## src/hdl/flyback_pkg.sv

```systemverilog
// Constants and types shared by the flyback protection sequencer
package flyback_pkg;
  localparam int unsigned clk_hz = 40000000;
  localparam int unsigned blank_std_ms = 68;
  localparam int unsigned blank_alt_ms = 136;
  localparam int unsigned softstart_ms = 8;
  localparam int unsigned deglitch_ns = 600;
  localparam int unsigned blank_std_cycles = blank_std_ms * (clk_hz / 1000);
  localparam int unsigned blank_alt_cycles = blank_alt_ms * (clk_hz / 1000);
  localparam int unsigned softstart_cycles = softstart_ms * (clk_hz / 1000);
  localparam int unsigned deglitch_cycles = (deglitch_ns * (clk_hz / 1000000) + 999) / 1000;
  localparam int unsigned fault_cycles_to_latch = 4;
  localparam int unsigned timer_width = 23;
  localparam int unsigned comp_width = 8;
  localparam logic [comp_width-1:0] comp_reset = 8'h00;

  typedef enum logic [2:0] {
    st_off = 3'b000,
    st_charge = 3'b001,
    st_run = 3'b010,
    st_line_low = 3'b011,
    st_latched = 3'b100
  } seq_state_type;
endpackage

```

## src/hdl/sync_deglitch.sv

```systemverilog
// Two-flop synchroniser with minimum-high-time validation
`timescale 1ns/1ps
module sync_deglitch #(
  parameter int unsigned min_cycles = 24
) (
  input wire logic mclk,
  input wire logic resetn,
  input wire logic raw_in,
  output logic sync_out,
  output logic valid_out
);
  logic meta_q;
  logic sync_q;
  logic [7:0] cnt_q;
  logic [7:0] cnt_d;
  logic valid_q;
  wire cnt_done = (cnt_q >= 8'(min_cycles));
  assign cnt_d = !sync_q ? 8'h00 : (cnt_done ? cnt_q : cnt_q + 8'h01);
  assign sync_out = sync_q;
  assign valid_out = valid_q;
  always_ff @(posedge mclk or negedge resetn) begin
    if (!resetn) begin
      meta_q <= 1'b0;
      sync_q <= 1'b0;
      cnt_q <= 8'h00;
      valid_q <= 1'b0;
    end else begin
      meta_q <= raw_in;
      sync_q <= meta_q;
      cnt_q <= cnt_d;
      valid_q <= sync_q && (cnt_q + 8'h01 >= 8'(min_cycles));
    end
  end
endmodule

```

## src/hdl/flyback_protection_sequencer.sv

```systemverilog
// Protection sequencer: line undervoltage, compensation gating, fault pin
`timescale 1ns/1ps
module flyback_protection_sequencer #(
  parameter int unsigned blank_std = flyback_pkg::blank_std_cycles,
  parameter int unsigned blank_alt = flyback_pkg::blank_alt_cycles,
  parameter int unsigned softstart = flyback_pkg::softstart_cycles
) (
  input wire logic mclk,
  input wire logic resetn,
  input wire logic line_above_off,
  input wire logic line_above_on,
  input wire logic supply_low_level,
  input wire logic supply_start_level,
  input wire logic supply_clear_level,
  input wire logic high_trip_raw,
  input wire logic low_trip_raw,
  input wire logic drive_clock_tick,
  input wire logic alt_blanking,
  input wire logic fault_autorecover,
  input wire logic [flyback_pkg::comp_width-1:0] fb_above_fold,
  output logic gate_drive_enable,
  output logic startup_source_on,
  output logic thermal_bias_on,
  output logic thermal_bias_double,
  output logic soft_start_active,
  output logic fault_latched,
  output logic [flyback_pkg::comp_width-1:0] line_power_compensation
);
  import flyback_pkg::*;

  ////////////////////////////////////////////////////////////////////////
  // Input synchronisation
  logic [4:0] raw_vec;
  logic [4:0] s1_q;
  logic [4:0] s2_q;
  assign raw_vec = {line_above_off, line_above_on, supply_low_level,
                    supply_start_level, supply_clear_level};
  always_ff @(posedge mclk or negedge resetn) begin
    if (!resetn) begin
      s1_q <= 5'h00;
      s2_q <= 5'h00;
    end else begin
      s1_q <= raw_vec;
      s2_q <= s1_q;
    end
  end
  wire line_ok = s2_q[4];
  wire line_on = s2_q[3];
  wire vcc_min = s2_q[2];
  wire vcc_on = s2_q[1];
  wire vcc_clear = s2_q[0];

  logic hi_sync;
  logic lo_sync;
  logic hi_valid;
  logic lo_valid;
  sync_deglitch #(.min_cycles(deglitch_cycles)) u_hi (
    .mclk(mclk), .resetn(resetn), .raw_in(high_trip_raw),
    .sync_out(hi_sync), .valid_out(hi_valid)
  );
  sync_deglitch #(.min_cycles(deglitch_cycles)) u_lo (
    .mclk(mclk), .resetn(resetn), .raw_in(low_trip_raw),
    .sync_out(lo_sync), .valid_out(lo_valid)
  );

  ////////////////////////////////////////////////////////////////////////
  // Sequencer state
  seq_state_type state_q;
  seq_state_type state_d;
  logic [timer_width-1:0] blank_q;
  logic [timer_width-1:0] ss_q;
  logic [2:0] fcnt_q;
  logic cyc_fault_q;
  logic line_was_low_q;

  wire [timer_width-1:0] blank_lim = alt_blanking ? timer_width'(blank_alt)
                                                  : timer_width'(blank_std);
  wire blank_done = (blank_q >= blank_lim);
  wire ss_on = (ss_q != '0);
  wire run = (state_q == st_run);
  wire lo_event = lo_valid && !ss_on;
  wire pin_event = hi_valid || lo_event;
  wire cyc_fault = cyc_fault_q || pin_event;
  wire trip_now = run && drive_clock_tick && cyc_fault &&
                  (fcnt_q == 3'(fault_cycles_to_latch - 1));
  wire line_recover = line_was_low_q && line_on;
  wire ss_start = (state_q != st_run) && (state_d == st_run);

  always_comb begin
    state_d = state_q;
    case (state_q)
      st_off: if (vcc_on) state_d = line_on ? st_run : st_line_low;
      st_charge: if (vcc_on) state_d = line_on ? st_run : st_line_low;
      st_run: begin
        if (trip_now && !fault_autorecover) state_d = st_latched;
        else if (trip_now) state_d = st_charge;
        else if (!line_ok && blank_done) state_d = st_line_low;
        else if (!vcc_min) state_d = st_charge;
      end
      st_line_low: if (vcc_on && line_on) state_d = st_run;
      st_latched: if (!vcc_clear || line_recover) state_d = st_charge;
      default: state_d = st_off;
    endcase
  end

  always_ff @(posedge mclk or negedge resetn) begin
    if (!resetn) state_q <= st_off;
    else state_q <= state_d;
  end

  always_ff @(posedge mclk or negedge resetn) begin
    if (!resetn) begin
      blank_q <= '0;
    end else if (run && !line_ok) begin
      if (!blank_done) blank_q <= blank_q + 1'b1;
    end else begin
      blank_q <= '0;
    end
  end

  always_ff @(posedge mclk or negedge resetn) begin
    if (!resetn) ss_q <= '0;
    else if (ss_start) ss_q <= timer_width'(softstart);
    else if (ss_on && run) ss_q <= ss_q - 1'b1;
    else if (!run) ss_q <= '0;
  end

  always_ff @(posedge mclk or negedge resetn) begin
    if (!resetn) begin
      fcnt_q <= 3'h0;
      cyc_fault_q <= 1'b0;
    end else if (!run) begin
      fcnt_q <= 3'h0;
      cyc_fault_q <= 1'b0;
    end else if (drive_clock_tick) begin
      fcnt_q <= cyc_fault ? fcnt_q + 3'h1 : 3'h0;
      cyc_fault_q <= 1'b0;
    end else begin
      cyc_fault_q <= cyc_fault;
    end
  end

  always_ff @(posedge mclk or negedge resetn) begin
    if (!resetn) line_was_low_q <= 1'b0;
    else if (!line_ok) line_was_low_q <= 1'b1;
    else if (line_on) line_was_low_q <= 1'b0;
  end

  wire [comp_width-1:0] comp_d = run ? fb_above_fold : comp_reset;

  ////////////////////////////////////////////////////////////////////////
  // Registered outputs
  always_ff @(posedge mclk or negedge resetn) begin
    if (!resetn) begin
      gate_drive_enable <= 1'b0;
      startup_source_on <= 1'b0;
      thermal_bias_on <= 1'b0;
      thermal_bias_double <= 1'b0;
      soft_start_active <= 1'b0;
      fault_latched <= 1'b0;
      line_power_compensation <= comp_reset;
    end else begin
      gate_drive_enable <= (state_d == st_run);
      startup_source_on <= (state_d != st_run) && (!vcc_min ||
                           (startup_source_on && !vcc_on));
      thermal_bias_on <= vcc_min;
      thermal_bias_double <= vcc_min && ss_on;
      soft_start_active <= ss_on;
      fault_latched <= (state_d == st_latched);
      line_power_compensation <= comp_d;
    end
  end

  ////////////////////////////////////////////////////////////////////////
  // Assertions
  a_latch_drive_off: assert property (@(posedge mclk) disable iff (!resetn)
    fault_latched |-> !gate_drive_enable) else $error("drive while latched");
  a_ss_low_ignored: assert property (@(posedge mclk) disable iff (!resetn)
    (ss_on && !hi_valid) |-> !pin_event) else $error("low trip in soft-start");
  a_trip_latches: assert property (@(posedge mclk) disable iff (!resetn)
    (trip_now && !fault_autorecover) |=> fault_latched) else $error("no latch");
  a_clean_clears: assert property (@(posedge mclk) disable iff (!resetn)
    (run && drive_clock_tick && !cyc_fault) |=> fcnt_q == 3'h0) else $error("cnt kept");
  a_bias_gated: assert property (@(posedge mclk) disable iff (!resetn)
    thermal_bias_on |-> $past(vcc_min)) else $error("bias early");
  a_double_ss: assert property (@(posedge mclk) disable iff (!resetn)
    thermal_bias_double |-> $past(ss_on)) else $error("double outside ss");
  a_ss_start: assert property (@(posedge mclk) disable iff (!resetn)
    ss_start |=> ss_q == timer_width'(softstart)) else $error("ss not loaded");
  a_comp_gated: assert property (@(posedge mclk) disable iff (!resetn)
    !run |=> line_power_compensation == comp_reset) else $error("comp active");
  a_short_glitch: assert property (@(posedge mclk) disable iff (!resetn)
    $rose(hi_valid) |-> $past(hi_sync, 24) && !$past(hi_sync, 25))
    else $error("glitch accepted");
  a_source_line_low: assert property (@(posedge mclk) disable iff (!resetn)
    (state_q == st_line_low && !vcc_min) |=> startup_source_on) else $error("no recharge");
  c_latch: cover property (@(posedge mclk) disable iff (!resetn) $rose(fault_latched));
  c_autorestart: cover property (@(posedge mclk) disable iff (!resetn)
    trip_now && fault_autorecover);
  c_line_low: cover property (@(posedge mclk) disable iff (!resetn)
    run ##1 state_q == st_line_low);
  c_recover: cover property (@(posedge mclk) disable iff (!resetn)
    fault_latched ##1 !fault_latched);
endmodule

```

## config.mk

```make
export PLATFORM = sky130hd
export DESIGN_NAME = flyback_protection_sequencer
export DESIGN_NICKNAME = d
export VERILOG_FILES = /design/src/hdl/flyback_pkg.sv /design/src/hdl/sync_deglitch.sv /design/src/hdl/flyback_protection_sequencer.sv
export SDC_FILE = /design/constraint.sdc
export NUM_CORES = 1
export LEC_CHECK = 0
export BUFFER_PORTS_ARGS = -buffer_cell sky130_fd_sc_hd__buf_2
export CAP_MARGIN = 0
export CORE_ASPECT_RATIO = 1.4
export CORE_UTILIZATION = 30
export DETAILED_ROUTE_END_ITERATION = 12
export GPL_TIMING_DRIVEN = 1
export REMOVE_ABC_BUFFERS = 1
export SLEW_MARGIN = 20
export SYNTH_ARGS = -nofsm -noshare
export SYNTH_HDL_FRONTEND = slang
export SYNTH_SLANG_ARGS = --single-unit
```

## constraint.sdc

```tcl
create_clock -name mclk -period 2.25 [get_ports mclk]
set_input_delay 0.45 -clock mclk [delete_from_list [all_inputs] [get_ports mclk]]
set_output_delay 0.45 -clock mclk [all_outputs]
set_load 0.05 [all_outputs]
```

# --- Word-level counts from Yosys, hierarchy flattened ---
# Index checks and enable logic that the tools add are counted.
totals:
  regBits: 100
  latchBits: 0
  ramBits: 0
  rom_bits: 0
  input_bits: 20
  output_inout_bits: 14
  word_cells: 104
  n_memories: 0
classes:
  n_addsub: 5
  mul: 0
  div: 0
  n_lt_le_gt_ge: 5
  n_eq_ne: 15
  shift: 0
  mux: 27
  n_bitwise: 0
  reduce_logical: 29
op_table:
  columns: ["cell", "count"]
  rows:
  - ["$mux 23", 6]
  - ["$mux 8", 5]
  - ["$ge 8x5->1 const B", 4]
  - ["$mux 3", 10]
  - ["$add 23x1->23 const B", 1]
  - ["$ge 23x23->1", 1]
  - ["$reduce_bool 23->1", 1]
  - ["$sub 23x1->23 const B", 1]
  - ["$add 8x1->8 const B", 2]
  - ["$logic_and 1x1->1", 16]
  - ["$eq 3x2->1 const B", 4]
  - ["$pmux 3 s4", 1]
  - ["$ne 2x2->1 const B", 5]
  - ["$eq 3x3->1 const B", 2]
  - ["$logic_not 1->1", 6]
  - ["$ne 3x2->1 const B", 2]
  - ["$mux 1", 5]
  - ["$logic_or 1x1->1", 4]
  - ["$add 3x1->3 const B", 1]
  - ["$eq 3x1->1 const B", 1]
  - ["$logic_not 3->1", 1]
  - ["$ne 3x1->1 const B", 1]
  - ["$reduce_or 2->1", 1]

# --- Longest topological paths before layout ---
# Gate-level depths: netlist of run 1.
depth:
  ltp_word: 13
  mapped_depth: 10
  depth_no_buf: 9

# --- Cells and area by module ---
# From an unflattened synthesis of run 1, not the netlist that was laid out.
hier_totals:
  hier_cells: 469
  area_unflattened_um2: 4859.7
modules_own_cells:
  columns: ["module", "n_inst", "cells_per_inst", "area_per_inst_um2", "seq_area_each_um2"]
  rows:
  - ["flyback_protection_sequencer", 1, 375, 3823.7, 1951.9]
  - ["sync_deglitch", 2, 47, 518.0, 275.3]

# --- Worst setup path after synthesis of run 1 ---
# OpenSTA, ideal clock, no wires.
synth_path:
  path_type: "in2reg"
  from: "input alt_blanking"
  to: "register blank_q[20]"
  setup_time_ns: 0.077
  arrival_ns: 2.448
  required_time_ns: 2.173
  slack_ns: -0.276
  cell_stages: 9
  n_path_buf: 1
  path_cell_list: "inv_1 ha_1 a211oi_1 nor2_1 nor3_1 a21oi_4 buf_6 or4_2 a21oi_2"
synth_between:
  elab_chain_len: 3
synth_rtl:
  columns: ["item", "line", "source"]
  rows:
  - ["from (decl)", "flyback_protection_sequencer.sv:18", "input wire logic alt_blanking,"]
  - ["$mux 23", "flyback_protection_sequencer.sv:76", "wire [timer_width-1:0] blank_lim = alt_blanking ? timer_width'(blank_alt)"]
  - ["$ge 23x23->1", "flyback_protection_sequencer.sv:78", "wire blank_done = (blank_q >= blank_lim);"]
  - ["$ne 2x2->1 (no line)", null, null]
  - ["to (signal assigned)", "flyback_protection_sequencer.sv:115", "if (!blank_done) blank_q <= blank_q + 1'b1;"]
  - ["to (decl)", "flyback_protection_sequencer.sv:70", "logic [timer_width-1:0] blank_q;"]
# No other way between the ends.
# A chain may end at the register's enable or synchronous reset.

# --- Worst setup path in the final report of run 1 ---
layout_path:
  from: "register blank_q[5]"
  to: "register blank_q[1]"
layout_between:
  elab_chain_len: 2
layout_rtl:
  columns: ["item", "line"]
  rows:
  - ["$ge 23x23->1", "flyback_protection_sequencer.sv:78"]
  - ["$ne 2x2->1 (no line)", null]
# No other way between the ends.

==> impl_metrics.csv, run 1 <==
group,metric,value,unit
yosys,synth_top_family_by_area,"simple AND/OR/NAND/NOR gates",
critical_path,slowest_stage,"or4_4",
pwr,cellPowerDensity,978,nW/um2
yosys,ys_types,58,
floorplan,start_util,31.0,%
sta,fin_worst_skew,0.00668,ns
yosys,synthMuxAreaShare,0.612,%
critical_path,path_delay_family,"simple AND/OR/NAND/NOR gates",
global_route,grt_pass1_wl,18.2,mm
pwr,p_comb_share,39.7,%
final_layout,mostFrequentLayoutCells,"dfrtp_1 (99), buf_4 (59), nor2_1 (52), buf_2 (32), and2_1 (27)",
yosys,synthAdderAreaFrac,4.59,%
cts,cts.sinks,100,
cts,cts_tree,"done",
sta,setup_viol,25,
sta,setup_slack,-0.175,ns
pwr,pwr-share-clk,24.9,%
routing,drc,0,
pwr,seq_power_share,35.4,%
critical_path,crit_buf_inv,2,
yosys,synth_edf_count,0,
routing,routed_wl,10.6,mm
cts,cts_made_buffers,9,
sta,fmax,412,MHz
floorplan,num_io_pins,34,
yosys,yosys.area_share.simple,22.1,%
cts,clock_latency,0.35,ns
routing,wl_per_cell,13.6,um
pwr,peakVddDrop,517,uV
final_layout,drive_above_1_share,31.3,%
cts,root_buffer,"clkbuf_16",
placed_design,dp_hpwl,7.27,mm
sta,worst_pin_slew,0.477,ns
routing,via_count,3840,
yosys,synth_area,4900,um2
yosys,yosysWarnings,0,
cts,clk_pin_slew,0.07,ns
floorplan,row_count,54,
yosys,synth_compound_area_share,12.0,%
critical_path,cp_cell_sequence,"or4_4 -> or4_1 -> a311o_1 -> buf_6 -> buf_4 -> nand2_4 -> mux2i_1 -> nor2_1",
pwr,internal-power,0.00399,W
global_route,grt_util_met1,16.6,%
final_layout,nets,614,
placed_design,place_congestion,0.840,
flow_run,maxCapViolCount,0,
placed_design,io_buffer_count,33,
sta,tns,-2.84,ns
yosys,ys_ff_latch,100,
final_layout,fin_cells,777,
global_route,antenna_found_initial,0,
floorplan,die_height,153,um
routing,first_pass_iters,4,
global_route,gr-usage-met3,2.30,%
floorplan,dieArea,16900,um2
critical_path,startpoint_type,"register",
cts,htreeDepth,3,
sta,hold_violations,0,
critical_path,cp.arrival,2.65,ns
cts,ctsLongestPathBuffers,2,
yosys,synthCells,479,
global_route,grt_use_total,13.6,%
critical_path,path_class,"reg -> reg",
global_route,grt_busiest_layer,"met2",
final_layout,synthToLayoutAreaGrowth,29.2,%
sta,period_share,108,%
yosys,synth-async-reset-ratio,100,%
critical_path,cp_slowest_stage_delay,0.55,ns
final_layout,final_common_cell,"dfrtp_1",
pwr,power.leakage,2.77,nW
pwr,switching_share,35.6,%
sta,fin_crit,2.43,ns
routing,viasPerCell,4.94,
run_status,violations,"setup timing",
floorplan,dieWidth,110,um
run_status,outcome,"finished, violations left",
yosys,yosysSeqAreaShare,51.0,%
hold_path,hold_path_class,"in -> reg",
routing,drtAntennaViolNets,0,
yosys,syn_area_per_cell,10.2,um2
global_route,overflow,0,
global_route,grt_max_degree,54,
critical_path,cp_max_fo,6,
sta,maxSlewHeadroom,68.2,%
routing,drtIter0Drc,155,
pwr,p_total,0.00620,W
pwr,p_switching,0.00221,W
sta,rsz0062_at_grt,"yes",
yosys,yosys_most_used_dff,"dfrtp_1",
placed_design,dp_cells,747,
final_layout,final_util,40.1,%
global_route,grt_pass1_vias,3937,
final_layout,antennaDiodeCount,0,
yosys,synth_xor_area_share,5.89,%
critical_path,required,2.48,ns
sta,hold_ws,0.200,ns
critical_path,critPathCaptureType,"register",
sta,drv_slew,0,
floorplan,core_area,15800,um2
global_route,use_met2,23.4,%
final timing paths:
kind                                              from                endpoint  slack, ns  cells after the start
worst max-delay path            blank_q[5]$_DFFE_PN0P_  blank_q[1]$_DFFE_PN0P_      -0.18                      8
worst max register to register  blank_q[5]$_DFFE_PN0P_  blank_q[1]$_DFFE_PN0P_      -0.18                      8
max in group asynchronous                       resetn     ss_q[4]$_DFFE_PN0P_       1.07                      3
worst min register to register       s1_q[2]$_DFF_PN0_       s2_q[2]$_DFF_PN0_       0.35                      0
worst min-delay path                     high_trip_raw   u_hi.meta_q$_DFF_PN0_       0.20                      1
min in group asynchronous                       resetn   u_hi.meta_q$_DFF_PN0_       0.52                      2
layer usage:
layer	part of all wire [%]	vias to the layer above
met2	52	41
met4	2.3	0
met3	2.1	19
met5	0	-
met1	44	1902
li1	-	1878
registers in the layout, summed over array words and instances (netlist names), 3 cells and up:
name	cells
blank_q	23
fcnt_q	3
line_power_compensation	8
s1_q	5
s2_q	5
ss_q	23
state_q	3
u_hi.cnt_q	8
u_lo.cnt_q	8
cells by family after synthesis:
| family | Yosys count |
|---|---|
| compound gates | 86 |
| xor+xnor | 33 |
| fa+ha+maj | 18 |
| buf+inv | 40 |
| flops | 100 |
| mux | 3 |
| simple gates | 199 |
metrics by stage:
stage	setup slack (ns)	cell area, um2
floorplan	-0.839	4810
global placement	-0.397	5660
detailed placement	-0.477	5660
CTS	-0.146	6130
global route	-0.262	6330
finish	-0.175	6330
timing repair:
item                                   4_1_cts  5_1_grt
buffers inserted                             4       10
pin swaps                                   27        9
endpoints found under the hold margin       20        0
setup endpoints to repair                   42       49
hold buffers                                 1        0
resized for setup                           27       29
area by class of cell:
cell class / count / area [um2]
Inverter: 24 / 92.6
Multi-Input combinational cell: 339 / 2450
Fill cell: 1590 / 9480
Clock inverter: 6 / 53.8
Timing Repair Buffer: 102 / 752
Clock buffer: 10 / 239
Sequential cell: 100 / 2500
Tap cell: 196 / 245
power by group through the flow:
stage	clock network (W)	registers, W	logic [W]
2_1_floorplan	0	0.00237	0.00110
3_3_place_gp	0	0.00219	0.00207
3_5_place_dp	0	0.00220	0.00214
4_1_cts	0.00157	0.00217	0.00220
5_1_grt	0.00164	0.00223	0.00271
6_report	0.00154	0.00219	0.00246
cell usage after synthesis, types with 4 or more instances:
| library cell | count | area, um2 |
|---|---|---|
| dfrtp_1 | 100 | 2500 |
| nor2_1 | 52 | 195 |
| and2_1 | 28 | 175 |
| inv_1 | 23 | 86.3 |
| nand2_1 | 22 | 82.6 |
| a21oi_1 | 20 | 100 |
| xnor2_1 | 19 | 166 |
| ha_1 | 18 | 225 |
| xor2_1 | 14 | 123 |
| nand3_1 | 13 | 65.1 |
| nand4_1 | 13 | 81.3 |
| clkbuf_1 | 12 | 45.0 |
| a21oi_2 | 11 | 96.3 |
| nor4_1 | 11 | 68.8 |
| o31ai_1 | 11 | 82.6 |
| o21ai_0 | 10 | 50.1 |
| nor2b_1 | 9 | 56.3 |
| nor3_1 | 8 | 40.0 |
| or4_2 | 8 | 70.1 |
| o21ai_1 | 7 | 35.0 |
| or3_1 | 6 | 37.5 |
| a211oi_1 | 5 | 37.5 |
| nand2b_1 | 5 | 31.3 |
| or3_2 | 4 | 30.0 |
worst register-to-register path: stages (launching register included):
cell and delay [ns]:
dfrtp_1 0.39, or4_4 0.55, or4_1 0.41, a311o_1 0.34
buf_6 0.16, buf_4 0.14, nand2_4 0.08, mux2i_1 0.18
nor2_1 0.07
(Power assumes the default switching activity.)
==> run 2, diff against run 1 <==
--- a/config.mk
+++ b/config.mk
@@ -7,3 +7,2 @@
 export LEC_CHECK = 0
-export BUFFER_PORTS_ARGS = -buffer_cell sky130_fd_sc_hd__buf_2
 export CAP_MARGIN = 0
@@ -12,3 +11,5 @@
 export DETAILED_ROUTE_END_ITERATION = 12
+export DONT_BUFFER_PORTS = 1
 export GPL_TIMING_DRIVEN = 1
+export PLACE_DENSITY_LB_ADDON = 0.3
 export REMOVE_ABC_BUFFERS = 1
--- a/constraint.sdc
+++ b/constraint.sdc
@@ -3,2 +3,2 @@
 set_output_delay 0.45 -clock mclk [all_outputs]
-set_load 0.05 [all_outputs]
+set_load 0.02 [all_outputs]
==> impl_metrics.csv, run 2 (synthesis results as in run 1) <==
group,metric,value,unit
run_status,outcome,"finished, violations left",
run_status,violations,"hold timing, setup timing",
global_route,grt_pass1_wl,18.0,mm
cts,root_buffer,"clkbuf_16",
pwr,p_total,0.00596,W
global_route,grt_use_total,13.6,%
placed_design,dp_hpwl,7.22,mm
critical_path,startpoint,"blank_q[3]$_DFFE_PN0P_",
placed_design,place_area,5470,um2
final_layout,nets,577,
cts,htreeDepth,3,
floorplan,row_count,54,
final_layout,synthToLayoutAreaGrowth,24.2,%
critical_path,path_class,"reg -> reg",
routing,first_pass_iters,4,
hold_path,hold_path_class,"in -> async",
critical_path,critPathCaptureType,"register",
critical_path,crit-reg2reg-launch,"blank_q[3]$_DFFE_PN0P_",
global_route,antenna_found_initial,0,
global_route,overflow,0,
global_route,grt_pass1_vias,3872,
routing,via_count,3730,
routing,drtAntennaViolNets,0,
sta,fmax,422,MHz
final_layout,reg_top3,"blank_q: 23 flops, ss_q: 23 flops",
critical_path,setup.worst_path.end,"blank_q[4]$_DFFE_PN0P_",
sta,maxSlewHeadroom,68.6,%
routing,drc,0,
final_layout,mostFrequentLayoutCells,"dfrtp_1 (99), buf_4 (54), nor2_1 (52), and2_1 (27)",
sta,period_share,105,%
critical_path,rr_worst_depth,8,
cts,clk_pin_slew,0.07,ns
floorplan,core_area,15800,um2
final_layout,stdcell_area,6090,um2
floorplan,num_io_pins,34,
critical_path,r2r-end,"blank_q[4]$_DFFE_PN0P_",
cts,ctsLongestPathBuffers,2,
global_route,grt_max_degree,101,
sta,worst_pin_slew,0.467,ns
sta,drv_slew,0,
critical_path,startpoint_type,"register",
cts,clock_latency,0.35,ns
final_layout,antennaDiodeCount,0,
routing,viasPerCell,5.04,
pwr,peakVddDrop,484,uV
final_layout,drive_above_1_share,25.7,%
pwr,power.leakage,2.60,nW
critical_path,cp.arrival,2.59,ns
sta,hold_ws,-0.206,ns
cts,cts_tree,"done",
critical_path,required,2.47,ns
sta,setup_slack,-0.118,ns
sta,setup_viol,26,
cts,cts.sinks,100,
sta,fin_worst_skew,0.00735,ns
cts,cts_made_buffers,9,
floorplan,dieWidth,110,um
flow_run,maxCapViolCount,0,
sta,fin_crit,2.37,ns
sta,hold_violations,100,
floorplan,start_util,31.0,%
floorplan,dieArea,16900,um2
critical_path,rrSetupSlack,-0.12,ns
critical_path,cp_max_fo,4,
routing,drtIter0Drc,114,
routing,routed_wl,10.5,mm
placed_design,io_buffer_count,0,
floorplan,die_height,153,um
sta,rsz0062_at_grt,"yes",
final_layout,final_common_cell,"dfrtp_1",
placed_design,place_congestion,0.818,
pwr,cellPowerDensity,978,nW/um2
routing,wl_per_cell,14.2,um
==> run 2: cell count changes in the layout (fill, tap and decap cells not counted), moves of 3 or more <==
| cell | delta |
|---|---|
| a21oi_2 | -3 |
| a21oi_1 | +3 |
| buf_4 | -5 |
| or4_4 | -3 |
| buf_2 | -31 |
==> run 2: cell type report <==
cell class | count | area, um2
flip-flops and latches | 100 | 2500
inverters | 24 | 90.1
clock inverters | 7 | 78.8
repair buffers | 65 | 532
multi-input cells | 339 | 2420
fillers | 1577 | 9720
well taps | 196 | 245
clock buffers | 9 | 225
==> run 2: worst min-delay path by stage <==
stage                                           endpoint  slack [ns]  cells after the start
finish                         u_hi.cnt_q[2]$_DFFE_PN0P_       -0.21                      0
global route                   u_hi.cnt_q[2]$_DFFE_PN0P_       -0.23                      0
CTS                 line_power_compensation[4]$_DFF_PN0_       -0.22                      0
detailed placement             u_hi.cnt_q[0]$_DFFE_PN0P_        0.16                      0
global placement               u_hi.cnt_q[0]$_DFFE_PN0P_        0.16                      0
floorplan                         blank_q[0]$_DFFE_PN0P_        0.15                      0
==> run 2: repair_timing <==
action,4_1_cts,5_1_grt
hold endpoints to repair,100,100
pin swaps,22,21
gates resized for setup,26,22
endpoints found under the setup margin,38,51
setup buffers,6,3
cloned,1,0
==> run 2: critical path, cell delays in order, from the launching register on <==
cell	delay (ns)
dfrtp_1	0.37
or4_1	0.50
or4_1	0.41
a311o_1	0.36
buf_6	0.17
buf_6	0.11
nand4_1	0.10
xor2_1	0.16
nor2_1	0.06
==> run 2: through the flow <==
| stage | util (%) | TNS [ns] | worst slack, ns | std cells |
|---|---|---|---|---|
| finish | 38.5 | -1.79 | -0.118 | 740 |
| global route | 38.5 | -3.77 | -0.201 | 740 |
| CTS | 37.6 | -1.43 | -0.118 | 737 |
| detailed placement | 34.6 | -8.09 | -0.460 | 714 |
| global placement | 34.6 | -6.74 | -0.393 | 714 |
| floorplan | - | -13.30 | -0.839 | 463 |
==> run 2: power breakdown <==
group,internal (W),total (W),leakage [nW],switching (W)
clock network,0.000879,0.00159,0.151,0.000713
logic,0.00107,0.00212,1.13,0.00105
registers,0.00201,0.00225,1.32,0.000237
total,0.00396,0.00596,2.60,0.00200
==> run 2: routing by layer <==
layer	GRT usage, %	routed length [um]	vias up
li1	-	-	1804
met4	4.89	138	0
met2	23.6	5660	50
met3	3.03	318	10
met5	0	0	-
met1	16.2	4370	1866
==> run 3, diff against run 2 <==
- CORE_ASPECT_RATIO: 1.4 -> 0.6
- CORE_MARGIN: default -> 2
==> impl_metrics.csv, run 3 (synthesis results as in run 1) <==
group,metric,value,unit
pwr,power.leakage,2.53,nW
global_route,antenna_found_initial,0,
sta,worst_pin_slew,0.494,ns
final_layout,fillCellCount,1610,
global_route,grt_max_degree,101,
run_status,violations,"hold timing, setup timing",
hold_path,hold_path_class,"in -> async",
critical_path,startpoint_type,"register",
sta,rsz0062_at_grt,"yes",
floorplan,row_count,36,
cts,cts.sinks,100,
routing,via_count,3639,
critical_path,required,2.47,ns
run_status,outcome,"finished, violations left",
sta,fin_worst_skew,0.00926,ns
routing,wl_per_cell,15.0,um
global_route,grt_pass1_wl,18.0,mm
final_layout,drive_above_1_share,22.7,%
critical_path,path_class,"reg -> reg",
pwr,peakVddDrop,513,uV
global_route,grt_pass1_vias,3525,
cts,cts_made_buffers,9,
final_layout,final_common_cell,"dfrtp_1",
placed_design,place_area,5450,um2
floorplan,dieArea,17400,um2
floorplan,dieWidth,169,um
placed_design,dp_hpwl,7.62,mm
cts,cts_tree,"done",
final_layout,final_util,36.9,%
critical_path,cp_max_fo,24,
cts,clk_pin_slew,0.08,ns
routing,drtAntennaViolNets,0,
cts,ctsLongestPathBuffers,2,
final_layout,mostFrequentLayoutCells,"dfrtp_1 (100), nor2_1 (52), buf_4 (50), and2_1 (27), inv_1 (23)",
final_layout,nets,566,
sta,hold_ws,-0.200,ns
final_layout,reg_top3,"blank_q: 23 flops, ss_q: 23 flops",
routing,drc,0,
final_layout,antennaDiodeCount,0,
routing,routed_wl,11.1,mm
cts,htreeDepth,3,
cts,root_buffer,"clkbuf_16",
sta,setup_viol,27,
placed_design,io_buffer_count,0,
placed_design,place_congestion,0.822,
routing,first_pass_iters,4,
critical_path,cp.arrival,2.67,ns
sta,hold_violations,100,
floorplan,die_height,103,um
floorplan,core_area,16100,um2
critical_path,critPathCaptureType,"register",
sta,drv_slew,0,
flow_run,maxCapViolCount,0,
floorplan,start_util,30.4,%
sta,period_share,109,%
routing,drtIter0Drc,188,
floorplan,num_io_pins,34,
global_route,grt_use_total,13.3,%
sta,setup_slack,-0.201,ns
sta,fin_crit,2.45,ns
final_layout,stdcell_area,5950,um2
pwr,cellPowerDensity,1030,nW/um2
sta,fmax,408,MHz
global_route,overflow,0,
final_layout,synthToLayoutAreaGrowth,21.4,%
cts,clock_latency,0.35,ns
sta,maxSlewHeadroom,67.1,%
routing,viasPerCell,4.90,
critical_path,rr_worst_depth,8,
-- run 3: cell types whose count changed in the layout (fill, tap and decap cells not counted), sizes merged --
| cell | delta |
|---|---|
| bufinv | -1 |
| buf | -11 |
| clkinvlp | +1 |
-- run 3: worst paths after layout --
| kind | start | end | slack, ns |
|---|---|---|---|
| worst max-delay path | blank_q[3]$_DFFE_PN0P_ | blank_q[22]$_DFFE_PN0P_ | -0.20 |
| worst min register to register | u_hi.meta_q$_DFF_PN0_ | u_hi.sync_out$_DFF_PN0_ | 0.35 |
| min in group mclk | line_above_off | s1_q[4]$_DFF_PN0_ | 0.12 |
| max in group asynchronous | resetn | state_q[2]$_DFF_PN0_ | 2.27 |
| worst min-delay path | resetn | ss_q[8]$_DFFE_PN0P_ | -0.20 |
| worst max register to register | blank_q[3]$_DFFE_PN0P_ | blank_q[22]$_DFFE_PN0P_ | -0.20 |
-- run 3: area by class of cell --
class / instances / area (um2) / area share [%]
inverters: 24 / 90.1 / 1.51
clock inverters: 7 / 56.3 / 0.946
repair buffers: 54 / 429 / 7.21
clock buffers: 9 / 225 / 3.78
flip-flops and latches: 100 / 2500 / 42.0
multi-input cells: 339 / 2390 / 40.1
well taps: 209 / 262 / 4.39
-- run 3: routing by layer --
layer  part of all wire (%)  wire [um]  track usage (%)  up-vias
li1                       -          -                -     1779
met1                     52       5750             19.0     1791
met2                     42       4710             19.5       56
met3                    4.4        485             3.84       13
met4                    1.4        152             3.94        0
met5                      0          0                0        -
-- run 3: where the power goes --
part | leakage, nW | internal (W) | switching (W)
clock | 0.137 | 0.000767 | 0.000741
sequential | 1.33 | 0.00201 | 0.000264
combinational | 1.07 | 0.00114 | 0.00120
-- run 3: worst max-delay path: stages (launching register included) --
cell	delay [ns]
dfrtp_1	0.38
or4_4	0.53
or4_1	0.47
a311o_1	0.29
buf_4	0.15
a21oi_4	0.16
buf_12	0.17
or4_2	0.12
a21oi_1	0.05
-- run 3: what timing repair did --
item                                   in CTS  in global routing
endpoints found under the hold margin     100                100
setup endpoints to repair                  37                 51
resized for setup                          13                 19
pin swaps                                  10                 17
setup buffers                               4                  3
-- run 3: through the flow --
| step | TNS (ns) | worst slack [ns] | cells | power, W |
|---|---|---|---|---|
| after global placement | -5.69 | -0.322 | 720 | 0.00404 |
| final | -3.21 | -0.201 | 742 | 0.00612 |
| after global routing | -6.12 | -0.310 | 742 | 0.00649 |
| after CTS | -3.23 | -0.201 | 740 | 0.00580 |
| after detailed placement | -6.47 | -0.347 | 720 | 0.00409 |
| after floorplan | -13.30 | -0.839 | 463 | 0.00335 |
